### src/inc/ccs_pkg.sv
// package: cpu clock source switch constants and carriers
package ccs_pkg;
  // oscillator mode register fields
  localparam int OSC_EXT_SEL_BIT = 7;
  localparam int OSC_PIN_SEL_BIT = 6;
  localparam int OSC_AMP_BIT = 0;
  // main oscillator control register
  localparam int MOC_HALT_BIT = 7;
  // main clock mode register
  localparam int MCM_PATH_BIT = 2;
  localparam int MCM_STATE_BIT = 1;
  localparam int MCM_SRC_BIT = 0;
  // internal oscillator mode register
  localparam int ROSC_STATE_BIT = 7;
  localparam int ROSC_HALT_BIT = 0;
  // cpu clock control register
  localparam int CPU_SRC_BIT = 4;
  localparam int CPU_STATE_BIT = 5;
  // register write select codes
  localparam logic [2:0] SEL_OSC = 3'h0;
  localparam logic [2:0] SEL_MOC = 3'h1;
  localparam logic [2:0] SEL_MCM = 3'h2;
  localparam logic [2:0] SEL_ROSC = 3'h3;
  localparam logic [2:0] SEL_CPU = 3'h4;
  // reset values
  localparam logic [7:0] OSC_RESET = 8'h00;
  localparam logic [7:0] MOC_RESET = 8'h80;
  localparam logic [7:0] MCM_RESET = 8'h00;
  localparam logic [7:0] ROSC_RESET = 8'h00;
  localparam logic [7:0] CPU_RESET = 8'h01;
  // timing at 20 MHz
  localparam int CLK_MHZ = 20;
  localparam int AMP_GAP_NS = 5000;
  localparam int AMP_GAP_CYC = (AMP_GAP_NS * CLK_MHZ + 999) / 1000;
  localparam int RST_PROC_NS = 20000;
  localparam int RST_PROC_CYC = (RST_PROC_NS * CLK_MHZ) / 1000;
  localparam int CNT_W = 10;
  typedef enum logic [2:0] {
    ST_PRE_RESET = 3'h0,
    ST_RESET_PROC = 3'h1,
    ST_INT_OSC = 3'h2,
    ST_SYS_CLK = 3'h3,
    ST_HALT = 3'h4,
    ST_STOP = 3'h5
  } ccs_state_type;
  typedef struct packed {
    logic wr;
    logic [2:0] sel;
    logic [7:0] data;
  } ccs_wr_type;
endpackage

### src/verilog/ccs_cycle_timer.sv
// down counter that reports when a loaded cycle count has elapsed
`timescale 1ns/1ps
module ccs_cycle_timer #(
  parameter int WIDTH = 10
) (
  // clock and control
  input wire logic core_clk_in,
  input wire logic sys_rst_in,
  input wire logic clk_en_in,
  // load and status
  input wire logic load_in,
  input wire logic [WIDTH-1:0] count_in,
  output logic busy_out
);
  logic [WIDTH-1:0] count;
  logic [WIDTH-1:0] next_count;
  always_comb begin
    next_count = count;
    if (load_in) begin
      next_count = count_in;
    end else if (count != '0) begin
      next_count = count - WIDTH'(1);
    end
  end
  always_ff @(posedge core_clk_in) begin
    if (sys_rst_in) begin
      count <= '0;
    end else if (clk_en_in) begin
      count <= next_count;
    end
  end
  assign busy_out = (count != '0);
endmodule

### src/verilog/ccs_clock_switch.sv
// cpu clock source sequencing with flag registers and state machine
// Functional notes
// - cpu starts on internal oscillator after reset
// - gain and path flags change once only
// - no return to internal oscillator clock
// - gain raise stalls cpu clock 5 us
// - halt instruction on system clock halts
// - voltage detect mode waits, 20 us reset
// - oscillator mode bits 7, 6, 0
// - main oscillator halt at bit 7
// - path bit 2, main select bit 0
// - internal status bit 7, halt bit 0
// - cpu source select at bit 4
// - one status flag (main clock mode bit 1) reports cpu clock; cpu register bit 5 reads 0
`timescale 1ns/1ps
module ccs_clock_switch (
  // clock and reset
  input wire logic core_clk_in,
  input wire logic sys_rst_in,
  input wire logic clk_en_in,
  // register write port
  input ccs_pkg::ccs_wr_type reg_wr_in,
  // cpu events and options
  input wire logic halt_instr_in,
  input wire logic stop_instr_in,
  input wire logic wake_in,
  input wire logic voltage_detect_option_in,
  input wire logic supply_trip_in,
  // register views
  output logic [7:0] osc_mode_reg_out,
  output logic [7:0] main_osc_ctrl_reg_out,
  output logic [7:0] main_clock_mode_reg_out,
  output logic [7:0] int_osc_mode_reg_out,
  output logic [7:0] cpu_clock_ctrl_reg_out,
  // clock control
  output logic cpu_clk_gate_out,
  output logic cpu_on_main_out,
  output logic main_osc_run_out,
  output logic int_osc_run_out,
  output logic [2:0] state_out
);
  logic [7:0] osc_reg, next_osc_reg;
  logic [7:0] moc_reg, next_moc_reg;
  logic [7:0] mcm_reg, next_mcm_reg;
  logic [7:0] rosc_reg, next_rosc_reg;
  logic [7:0] cpu_reg, next_cpu_reg;
  logic amp_done, next_amp_done;
  logic path_done, next_path_done;
  ccs_pkg::ccs_state_type state, next_state;
  logic amp_load, rst_load, gap_busy, proc_busy;
  logic wr_osc, wr_mcm;

  function automatic logic wr_hit(input ccs_pkg::ccs_wr_type w, input logic [2:0] s);
    wr_hit = w.wr && (w.sel == s);
  endfunction

  assign wr_osc = wr_hit(reg_wr_in, ccs_pkg::SEL_OSC);
  assign wr_mcm = wr_hit(reg_wr_in, ccs_pkg::SEL_MCM);
  // gain raised to 1 for the first time starts the cpu clock gap
  assign amp_load = wr_osc && !amp_done &&
                    reg_wr_in.data[ccs_pkg::OSC_AMP_BIT] && !osc_reg[ccs_pkg::OSC_AMP_BIT];

  ccs_cycle_timer #(.WIDTH(ccs_pkg::CNT_W)) u_gap (
    .core_clk_in(core_clk_in),
    .sys_rst_in(sys_rst_in),
    .clk_en_in(clk_en_in),
    .load_in(amp_load | rst_load),
    .count_in(amp_load ? ccs_pkg::CNT_W'(ccs_pkg::AMP_GAP_CYC)
                       : ccs_pkg::CNT_W'(ccs_pkg::RST_PROC_CYC)),
    .busy_out(gap_busy)
  );
  assign proc_busy = gap_busy;

  always_comb begin
    next_osc_reg = osc_reg;
    next_moc_reg = moc_reg;
    next_mcm_reg = mcm_reg;
    next_rosc_reg = rosc_reg;
    next_cpu_reg = cpu_reg;
    next_amp_done = amp_done;
    next_path_done = path_done;
    if (wr_osc) begin
      next_osc_reg[ccs_pkg::OSC_EXT_SEL_BIT] = reg_wr_in.data[ccs_pkg::OSC_EXT_SEL_BIT];
      next_osc_reg[ccs_pkg::OSC_PIN_SEL_BIT] = reg_wr_in.data[ccs_pkg::OSC_PIN_SEL_BIT];
      if (!amp_done) begin
        next_osc_reg[ccs_pkg::OSC_AMP_BIT] = reg_wr_in.data[ccs_pkg::OSC_AMP_BIT];
        next_amp_done = 1'b1;
      end
    end
    if (wr_hit(reg_wr_in, ccs_pkg::SEL_MOC)) begin
      next_moc_reg[ccs_pkg::MOC_HALT_BIT] = reg_wr_in.data[ccs_pkg::MOC_HALT_BIT];
    end
    if (wr_mcm) begin
      // main select cannot fall back once the cpu is on the main clock
      if (!mcm_reg[ccs_pkg::MCM_STATE_BIT]) begin
        next_mcm_reg[ccs_pkg::MCM_SRC_BIT] = reg_wr_in.data[ccs_pkg::MCM_SRC_BIT];
      end
      if (!path_done) begin
        next_mcm_reg[ccs_pkg::MCM_PATH_BIT] = reg_wr_in.data[ccs_pkg::MCM_PATH_BIT];
        next_path_done = 1'b1;
      end
    end
    if (wr_hit(reg_wr_in, ccs_pkg::SEL_ROSC)) begin
      next_rosc_reg[ccs_pkg::ROSC_HALT_BIT] = reg_wr_in.data[ccs_pkg::ROSC_HALT_BIT];
    end
    if (wr_hit(reg_wr_in, ccs_pkg::SEL_CPU)) begin
      next_cpu_reg[2:0] = reg_wr_in.data[2:0];
      next_cpu_reg[ccs_pkg::CPU_SRC_BIT] = reg_wr_in.data[ccs_pkg::CPU_SRC_BIT];
    end
    // status flag follows the switch; sticky so the cpu never returns
    next_mcm_reg[ccs_pkg::MCM_STATE_BIT] = mcm_reg[ccs_pkg::MCM_STATE_BIT] |
      (mcm_reg[ccs_pkg::MCM_SRC_BIT] & mcm_reg[ccs_pkg::MCM_PATH_BIT]);
  end

  always_ff @(posedge core_clk_in) begin
    if (sys_rst_in) begin
      osc_reg <= ccs_pkg::OSC_RESET;
      moc_reg <= ccs_pkg::MOC_RESET;
      mcm_reg <= ccs_pkg::MCM_RESET;
      rosc_reg <= ccs_pkg::ROSC_RESET;
      cpu_reg <= ccs_pkg::CPU_RESET;
      amp_done <= 1'b0;
      path_done <= 1'b0;
    end else if (clk_en_in) begin
      osc_reg <= next_osc_reg;
      moc_reg <= next_moc_reg;
      mcm_reg <= next_mcm_reg;
      rosc_reg <= next_rosc_reg;
      cpu_reg <= next_cpu_reg;
      amp_done <= next_amp_done;
      path_done <= next_path_done;
    end
  end

  // power-up sequence and cpu clock state
  always_comb begin
    next_state = state;
    rst_load = 1'b0;
    case (state)
      ccs_pkg::ST_PRE_RESET: begin
        if (!voltage_detect_option_in || supply_trip_in) begin
          next_state = ccs_pkg::ST_RESET_PROC;
          rst_load = 1'b1;
        end
      end
      ccs_pkg::ST_RESET_PROC: begin
        if (!proc_busy) begin
          next_state = ccs_pkg::ST_INT_OSC;
        end
      end
      ccs_pkg::ST_INT_OSC: begin
        // move with the status flag so state and flag never disagree
        if (next_mcm_reg[ccs_pkg::MCM_STATE_BIT]) begin
          next_state = ccs_pkg::ST_SYS_CLK;
        end
      end
      ccs_pkg::ST_SYS_CLK: begin
        if (stop_instr_in) begin
          next_state = ccs_pkg::ST_STOP;
        end else if (halt_instr_in) begin
          next_state = ccs_pkg::ST_HALT;
        end
      end
      ccs_pkg::ST_HALT, ccs_pkg::ST_STOP: begin
        if (wake_in) begin
          next_state = ccs_pkg::ST_SYS_CLK;
        end
      end
      default: begin
        next_state = ccs_pkg::ST_PRE_RESET;
      end
    endcase
  end

  always_ff @(posedge core_clk_in) begin
    if (sys_rst_in) begin
      state <= ccs_pkg::ST_PRE_RESET;
    end else if (clk_en_in) begin
      state <= next_state;
    end
  end

  // cpu runs only when active and no gap is pending; gap counts while gated
  assign cpu_clk_gate_out = ((state == ccs_pkg::ST_INT_OSC) || (state == ccs_pkg::ST_SYS_CLK))
                            && !gap_busy;
  assign cpu_on_main_out = mcm_reg[ccs_pkg::MCM_STATE_BIT];
  assign main_osc_run_out = !moc_reg[ccs_pkg::MOC_HALT_BIT] && (state != ccs_pkg::ST_STOP);
  // halting the internal oscillator takes effect only once off it
  assign int_osc_run_out = !(rosc_reg[ccs_pkg::ROSC_HALT_BIT] && mcm_reg[ccs_pkg::MCM_STATE_BIT])
                           && (state != ccs_pkg::ST_STOP);
  assign osc_mode_reg_out = osc_reg;
  assign main_osc_ctrl_reg_out = moc_reg;
  assign main_clock_mode_reg_out = mcm_reg;
  assign int_osc_mode_reg_out = {!int_osc_run_out, rosc_reg[6:0]};
  assign cpu_clock_ctrl_reg_out = {cpu_reg[7:6], 1'b0, cpu_reg[4:0]};
  assign state_out = state;

  // helper for the gap check: cycles withheld since the last gain raise, saturating
  logic [ccs_pkg::CNT_W-1:0] gap_seen, next_gap_seen;
  always_comb begin
    next_gap_seen = gap_seen;
    if (amp_load) begin
      next_gap_seen = '0;
    end else if (!cpu_clk_gate_out && (gap_seen != '1)) begin
      next_gap_seen = gap_seen + ccs_pkg::CNT_W'(1);
    end
  end
  always_ff @(posedge core_clk_in) begin
    if (sys_rst_in) begin
      gap_seen <= '0;
    end else if (clk_en_in) begin
      gap_seen <= next_gap_seen;
    end
  end
endmodule

### config.mk
export PLATFORM = sky130hd
export DESIGN_NAME = ccs_clock_switch
export DESIGN_NICKNAME = d
export VERILOG_FILES = /design/src/inc/ccs_pkg.sv /design/src/verilog/ccs_cycle_timer.sv /design/src/verilog/ccs_clock_switch.sv
export SDC_FILE = /design/constraint.sdc
export NUM_CORES = 1
export LEC_CHECK = 0
export ABC_CLOCK_PERIOD_IN_PS = 3600
export BUFFER_PORTS_ARGS = -buffer_cell sky130_fd_sc_hd__buf_2
export CORE_MARGIN = 2
export CORE_UTILIZATION = 45
export CTS_BUF_LIST = sky130_fd_sc_hd__clkbuf_16
export DETAILED_ROUTE_END_ITERATION = 8
export PLACE_DENSITY = 0.73
export SETUP_SLACK_MARGIN = 0.5
export SLEW_MARGIN = 10
export SYNTH_ARGS = -nofsm -noshare
export SYNTH_HDL_FRONTEND = slang
export SYNTH_SLANG_ARGS = --single-unit
### constraint.sdc
create_clock -name core_clk_in -period 3.6 [get_ports core_clk_in]
set_input_delay 0.54 -clock core_clk_in [delete_from_list [all_inputs] [get_ports core_clk_in]]
set_output_delay 0.54 -clock core_clk_in [all_outputs]
set_load 0.005 [all_outputs]
==> results.py, run 1 <==
metrics = {
    "outcome": {
        "status": "finished, final reports clean",
    },
    "critical_path": {
        "crit_fanout": 9,
        "path_delay_family": "simple AND/OR/NAND/NOR gates",
        "arrival_ps": 2250,
        "cp_slowest_stage_delay_ps": 580,
        "crit_chain": "inv_1, ha_1, or3b_1, or3_1, nor2_1, buf_2",
        "end_kind": "output port",
        "worstPathRequired_ps": 3060,
        "critical_path_class": "register to output port",
        "cp_num_buf_inv": 2,
        "slowest_stage": "or3_1",
        "startpoint_type": "register",
    },
    "clock_network": {
        "cts.repair.resized": 0,
        "htree_num_levels": 1,
        "cts_buffers": 3,
        "holdBufCountCts": 0,
        "clk_latency_ps": 270,
        "clk_pin_slew_ps": 70,
        "cts_tree": "yes",
        "cts.sinks": 27,
        "cts_root_buf": "clkbuf_16",
        "clk_path_buf_depth": 2,
        "cts_setup_buffers": 0,
    },
    "cells_and_area": {
        "largest_reg_flops": 10,
        "regArea_um2": 541,
        "antennaDiodeCount": 0,
        "n_fill_cell": 377,
        "drive_above_1_share": 0.207,
        "fin_util": 0.506,
        "synthToLayoutAreaGrowth_pct": 9.12,
        "layout.nets": 259,
        "multiInputGateArea_um2": 938,
        "post-route-cell-area_mm2": 0.00183,
        "fin_cells": 285,
    },
    "power": {
        "intPower_uw": 558,
        "switching_share": 0.318,
        "powerDensity_mw_per_mm2": 448,
        "pwr-share-clk": 0.318,
        "seqPwrFrac": 0.420,
        "leakagePower_nw": 0.825,
        "netSwitchingPower_uw": 260,
        "comb_power_share": 0.262,
        "peakVddDrop_v": 0.000232,
        "power_uw": 817,
    },
    "floorplan": {
        "row_count": 22,
        "start_util": 0.464,
        "die-area_mm2": 0.00422,
        "dieWidth_um": 65.0,
        "io_pins": 67,
        "design.core.area_mm2": 0.00361,
        "die_h_um": 65.0,
    },
    "synthesis": {
        "async_reset_ff_frac": 0,
        "synth-main-ff-cell": "dfxtp_1",
        "netlist_area_mm2": 0.00167,
        "ys_ff_latch": 27,
        "ys_top_cells_by_count": "nor2_1 (32), buf_4 (28), dfxtp_1 (27)",
        "synthDistinctLibCells": 46,
        "synth_area_per_cell_um2": 7.89,
        "yosys_warnings": 0,
        "yosys.area.top_type": "dfxtp_1",
        "yosysMostFrequentCell": "nor2_1",
        "synth_edf_count": 0,
        "syn_inst": 212,
        "yosysTopAreaCellShare": 0.323,
        "synth.area.top_cells": "dfxtp_1 (32%), buf_4 (13%), nor2_1 (7.2%)",
        "ys_seq_area_frac": 0.323,
    },
    "placement": {
        "port_buffers": 37,
        "dp.cells": 281,
        "placed_area_mm2": 0.00174,
        "place_hpwl_mm": 2.42,
        "pre_cts_ws_ps": 1000,
        "gp_congestion": 0.808,
    },
    "timing": {
        "maxSlewHeadroom": 0.518,
        "hold_viol_final": 0,
        "finalSetupTns_ps": 0,
        "setup_violations": 0,
        "tightest_slew_ps": 717,
        "period_minus_slack_ps": 2790,
        "setup_ws_ps": 814,
        "rsz0062_at_grt": "false",
        "hold_ws_ps": 452,
        "clock-skew-final_ps": 3.16,
        "fin_crit_sh": 0.774,
        "maxSlewViolCount": 0,
        "fmax_mhz": 359,
    },
    "routing": {
        "drc": 0,
        "wl_mm": 3.28,
        "vias_per_cell": 5.14,
        "wl_per_cell_um": 11.5,
        "antenna_left": 0,
        "dr.pass1.iters": 4,
        "drtIter0Drc": 66,
        "vias": 1466,
    },
    "grt": {
        "grt-ovfl-total": 0,
        "grt_max_degree": 29,
        "grt_use_total": 0.164,
        "grt_pass1_wl_mm": 5.30,
        "antenna_found_initial": 0,
        "grt_pass1_vias": 1153,
    },
    "job": {
        "maxCapViolCount": 0,
    },
    "min_path": {
        "min_path_type": "register to register",
    },
}
-- metal layers --
metal / GRT usage / wire [um] / up-vias
li1: - / - / 737
met1: 0.218 / 1520 / 675
met2: 0.240 / 1490 / 49
met3: 0.0313 / 176 / 5
met4: 0.106 / 89 / 0
met5: 0 / 0 / -
-- area by class of cell --
| cell class | count | share of cell area |
|---|---|---|
| Clock inverter | 1 | 0.00411 |
| Sequential cell | 27 | 0.296 |
| Clock buffer | 3 | 0.0411 |
| Tap cell | 48 | 0.0329 |
| Timing Repair Buffer | 37 | 0.101 |
| Inverter | 5 | 0.0103 |
| Multi-Input combinational cell | 164 | 0.514 |
-- worst reg2reg max path: stages, from the launching register on --
cell and delay, ps:
dfxtp_1 350, inv_1 90, ha_1 190, or3b_1 460, or3_1 580, o31a_1 400
o32ai_1 140, a21o_1 150
-- power by group through the flow --
stage / clock [mW] / combinational, mW / sequential, mW
floorplan: 0 / 0.209 / 0.340
CTS: 0.268 / 0.213 / 0.342
detailed placement: 0 / 0.212 / 0.349
finish: 0.260 / 0.214 / 0.343
global placement: 0 / 0.208 / 0.348
global route: 0.279 / 0.243 / 0.347
-- path summary, 6_finish.rpt --
kind | startpoint | end | slack [ps] | cells after the start
worst max-delay path | u_gap.count[0]$_SDFFE_PP0P_ | cpu_clk_gate_out | 810 | 6
worst min-delay path | path_done$_SDFFE_PP0P_ | path_done$_SDFFE_PP0P_ | 450 | 2
worst max register to register | u_gap.count[0]$_SDFFE_PP0P_ | u_gap.count[6]$_SDFFE_PP0P_ | 1200 | 7
worst min register to register | path_done$_SDFFE_PP0P_ | path_done$_SDFFE_PP0P_ | 450 | 2
-- logic make-up after synthesis --
group	synth area share
simple gates	0.254
buf+inv	0.174
compound gates	0.174
flops	0.323
mux	0.0598
fa+ha+maj	0.00748
other cells	0.00224
xor+xnor	0.00524
-- layout by cell type, fill, tap and decap left out, types with 2 or more instances in the layout --
master,netlist,routed
buf_2,2,37
nor2_1,32,32
conb_1,1,27
dfxtp_1,27,27
a21oi_1,15,15
nand2_1,14,14
mux2i_1,10,10
o21ai_0,6,6
inv_1,5,5
nor3_1,5,5
a31oi_1,5,5
nand2b_1,4,4
nand4_1,4,4
nand3_1,4,4
or3_1,3,3
clkbuf_16,0,3
or3b_2,2,2
a211o_1,2,2
a211oi_1,2,2
a2111oi_0,2,2
nand3b_1,2,2
nor4_1,2,2
o31ai_1,2,2
nor3b_1,2,2
(Power assumes the default switching activity.)
==> inputs of run 2 (changes only) <==
- ABC_AREA: unset -> 1
- ABC_CLOCK_PERIOD_IN_PS: 3600 -> 2800
- PLACE_DENSITY: 0.73 -> 0.72
- clock period: 3.6 -> 2.8 ns (I/O delays scaled with it)
==> results.py, run 2 <==
metrics = {
    "critical_path": {
        "rr_startpoint": "u_gap.count[0]$_SDFFE_PP0P_",
        "r2r_end": "u_gap.count[5]$_SDFFE_PP0P_",
        "r2r_cells": 9,
        "crit_fanout": 4,
        "arrival_ps": 1680,
        "worstPathRequired_ps": 2380,
        "startpoint_type": "register",
        "end_kind": "output port",
        "reg2reg_setup_slack_ps": 1270,
        "critical_path_class": "register to output port",
    },
    "min_path": {
        "min_path_cells": 3,
        "min_to": "osc_mode_reg_out[6]$_SDFFE_PP0P_",
        "min_path_type": "primary input to register",
        "hold_start": "reg_wr_in[6]",
    },
    "clock_network": {
        "cts.repair.resized": 0,
        "clk_latency_ps": 260,
        "cts.sinks": 27,
        "htree_num_levels": 1,
        "clk_pin_slew_ps": 70,
        "cts_root_buf": "clkbuf_16",
        "holdBufCountCts": 0,
        "cts_setup_buffers": 0,
        "cts_tree": "yes",
        "cts_buffers": 3,
        "clk_path_buf_depth": 2,
    },
    "outcome": {
        "status": "finished, final reports clean",
    },
    "floorplan": {
        "dieWidth_um": 67.9,
        "row_count": 23,
        "start_util": 0.462,
        "io_pins": 67,
        "die_h_um": 67.9,
        "die-area_mm2": 0.00461,
        "design.core.area_mm2": 0.00397,
    },
    "grt": {
        "antenna_found_initial": 0,
        "use_met3": 0.0362,
        "top_usage_layer": "met2",
        "grt_pass1_vias": 1476,
        "met2_usage": 0.293,
        "grt_use_total": 0.173,
        "grt_max_degree": 19,
        "grt_pass1_wl_mm": 6.08,
        "use_met1": 0.220,
        "grt-ovfl-total": 0,
    },
    "placement": {
        "dp.cells": 369,
        "gp_congestion": 0.828,
        "place_hpwl_mm": 2.80,
        "port_buffers": 37,
    },
    "synthesis": {
        "ys_ff_latch": 27,
        "synth_edf_count": 0,
        "yosys.area.top_type": "dfxtp_1",
        "synth_area_per_cell_um2": 6.40,
        "yosysMostFrequentCell": "nand2_1",
        "yosys_warnings": 0,
        "syn_inst": 287,
        "synthDistinctLibCells": 30,
        "yosysTopAreaCellShare": 0.294,
        "async_reset_ff_frac": 0,
        "ys_top_cells_by_count": "nand2_1 (69), nor2_1 (50), inv_1 (35)",
        "synth-main-ff-cell": "dfxtp_1",
        "synth.area.top_cells": "dfxtp_1 (29%), nand2_1 (14%), buf_4 (12%)",
        "netlist_area_mm2": 0.00184,
        "ys_seq_area_frac": 0.294,
    },
    "timing": {
        "maxSlewViolCount": 0,
        "period_minus_slack_ps": 2100,
        "maxSlewHeadroom": 0.651,
        "fmax_mhz": 477,
        "rsz0062_at_grt": "false",
        "clock-skew-final_ps": 1.21,
        "hold_viol_final": 0,
        "tightest_slew_ps": 523,
        "finalSetupTns_ps": 0,
        "hold_ws_ps": 395,
        "setup_violations": 0,
        "fin_crit_sh": 0.749,
    },
    "routing": {
        "drc": 0,
        "dr.pass1.iters": 4,
        "wl_mm": 3.70,
        "antenna_left": 0,
        "drtIter0Drc": 112,
        "wl_per_cell_um": 9.91,
        "vias_per_cell": 4.49,
        "vias": 1673,
    },
    "cells_and_area": {
        "antennaDiodeCount": 0,
        "synthToLayoutAreaGrowth_pct": 11.0,
        "layout.nets": 345,
        "drive_above_1_share": 0.192,
        "fin_cells": 373,
        "final_common_cell": "nand2_1",
        "mostFrequentLayoutCells": "nand2_1 (69), nor2_1 (50), buf_2 (37)",
        "largest_reg_flops": 10,
    },
    "power": {
        "peakVddDrop_v": 0.000335,
        "intPower_uw": 708,
        "netSwitchingPower_uw": 350,
        "comb_power_share": 0.272,
        "power_mw": 1.06,
        "leakagePower_nw": 1.08,
        "switching_share": 0.331,
        "pwr-share-clk": 0.319,
        "powerDensity_mw_per_mm2": 519,
        "seqPwrFrac": 0.409,
    },
    "job": {
        "maxCapViolCount": 0,
    },
}
## run 2: area by class of cell
class | count | area, um^2
Fill cell | 417 | 1930
Multi-Input combinational cell | 218 | 1020
Sequential cell | 27 | 541
Timing Repair Buffer | 37 | 185
Inverter | 37 | 141
Clock buffer | 3 | 75.1
Tap cell | 50 | 62.6
Clock inverter | 1 | 8.76
## run 2: kinds of logic after synthesis
kind of cell | synth area share
AND/OR/NAND/NOR | 0.412
buffers and inverters | 0.200
AO/OA/AOI/OAI | 0.0791
flip-flops | 0.294
XOR/XNOR | 0.00477
adder cells (fa/ha/maj) | 0.00682
other | 0.00204
## run 2: per-stage QoR
step	setup slack (ps)	util	instance area [um^2]
5_1_grt	565	0.513	2040
3_5_place_dp	996	0.492	1950
3_3_place_gp	1020	0.492	1950
4_1_cts	696	0.513	2040
6_report	703	0.513	2040
2_1_floorplan	1230	-	1930
## run 2: power groups by stage
stage | clock (mW) | sequential [mW] | combinational [mW]
floorplan | 0 | 0.435 | 0.255
global placement | 0 | 0.440 | 0.281
detailed placement | 0 | 0.440 | 0.285
CTS | 0.348 | 0.431 | 0.287
global route | 0.362 | 0.436 | 0.334
finish | 0.337 | 0.432 | 0.288
## run 2: worst max-delay path, cell delays in order, from the launching register on
cell and delay (ps):
dfxtp_1 310, inv_1 100, ha_1 250, nand2_1 150, nor2_2 170, nand2_1 80, nor4_1 190, buf_2 160
## run 2: metal layers
layer  share of wire  up-vias
li1                -      906
met1            0.49      715
met2            0.45       50
met3           0.055        2
met4          0.0081        0
met5               0        -
## run 2: worst max-delay path by stage
stage	from	end	slack, ps	cells past startpoint
floorplan	u_gap.count[0]$_SDFFE_PP0P_	cpu_clk_gate_out	1230	6
finish	u_gap.count[0]$_SDFFE_PP0P_	cpu_clk_gate_out	700	7
global placement	u_gap.count[0]$_SDFFE_PP0P_	cpu_clk_gate_out	1020	7
global route	u_gap.count[0]$_SDFFE_PP0P_	cpu_clk_gate_out	570	7
CTS	u_gap.count[0]$_SDFFE_PP0P_	cpu_clk_gate_out	700	7
detailed placement	u_gap.count[0]$_SDFFE_PP0P_	cpu_clk_gate_out	1000	7
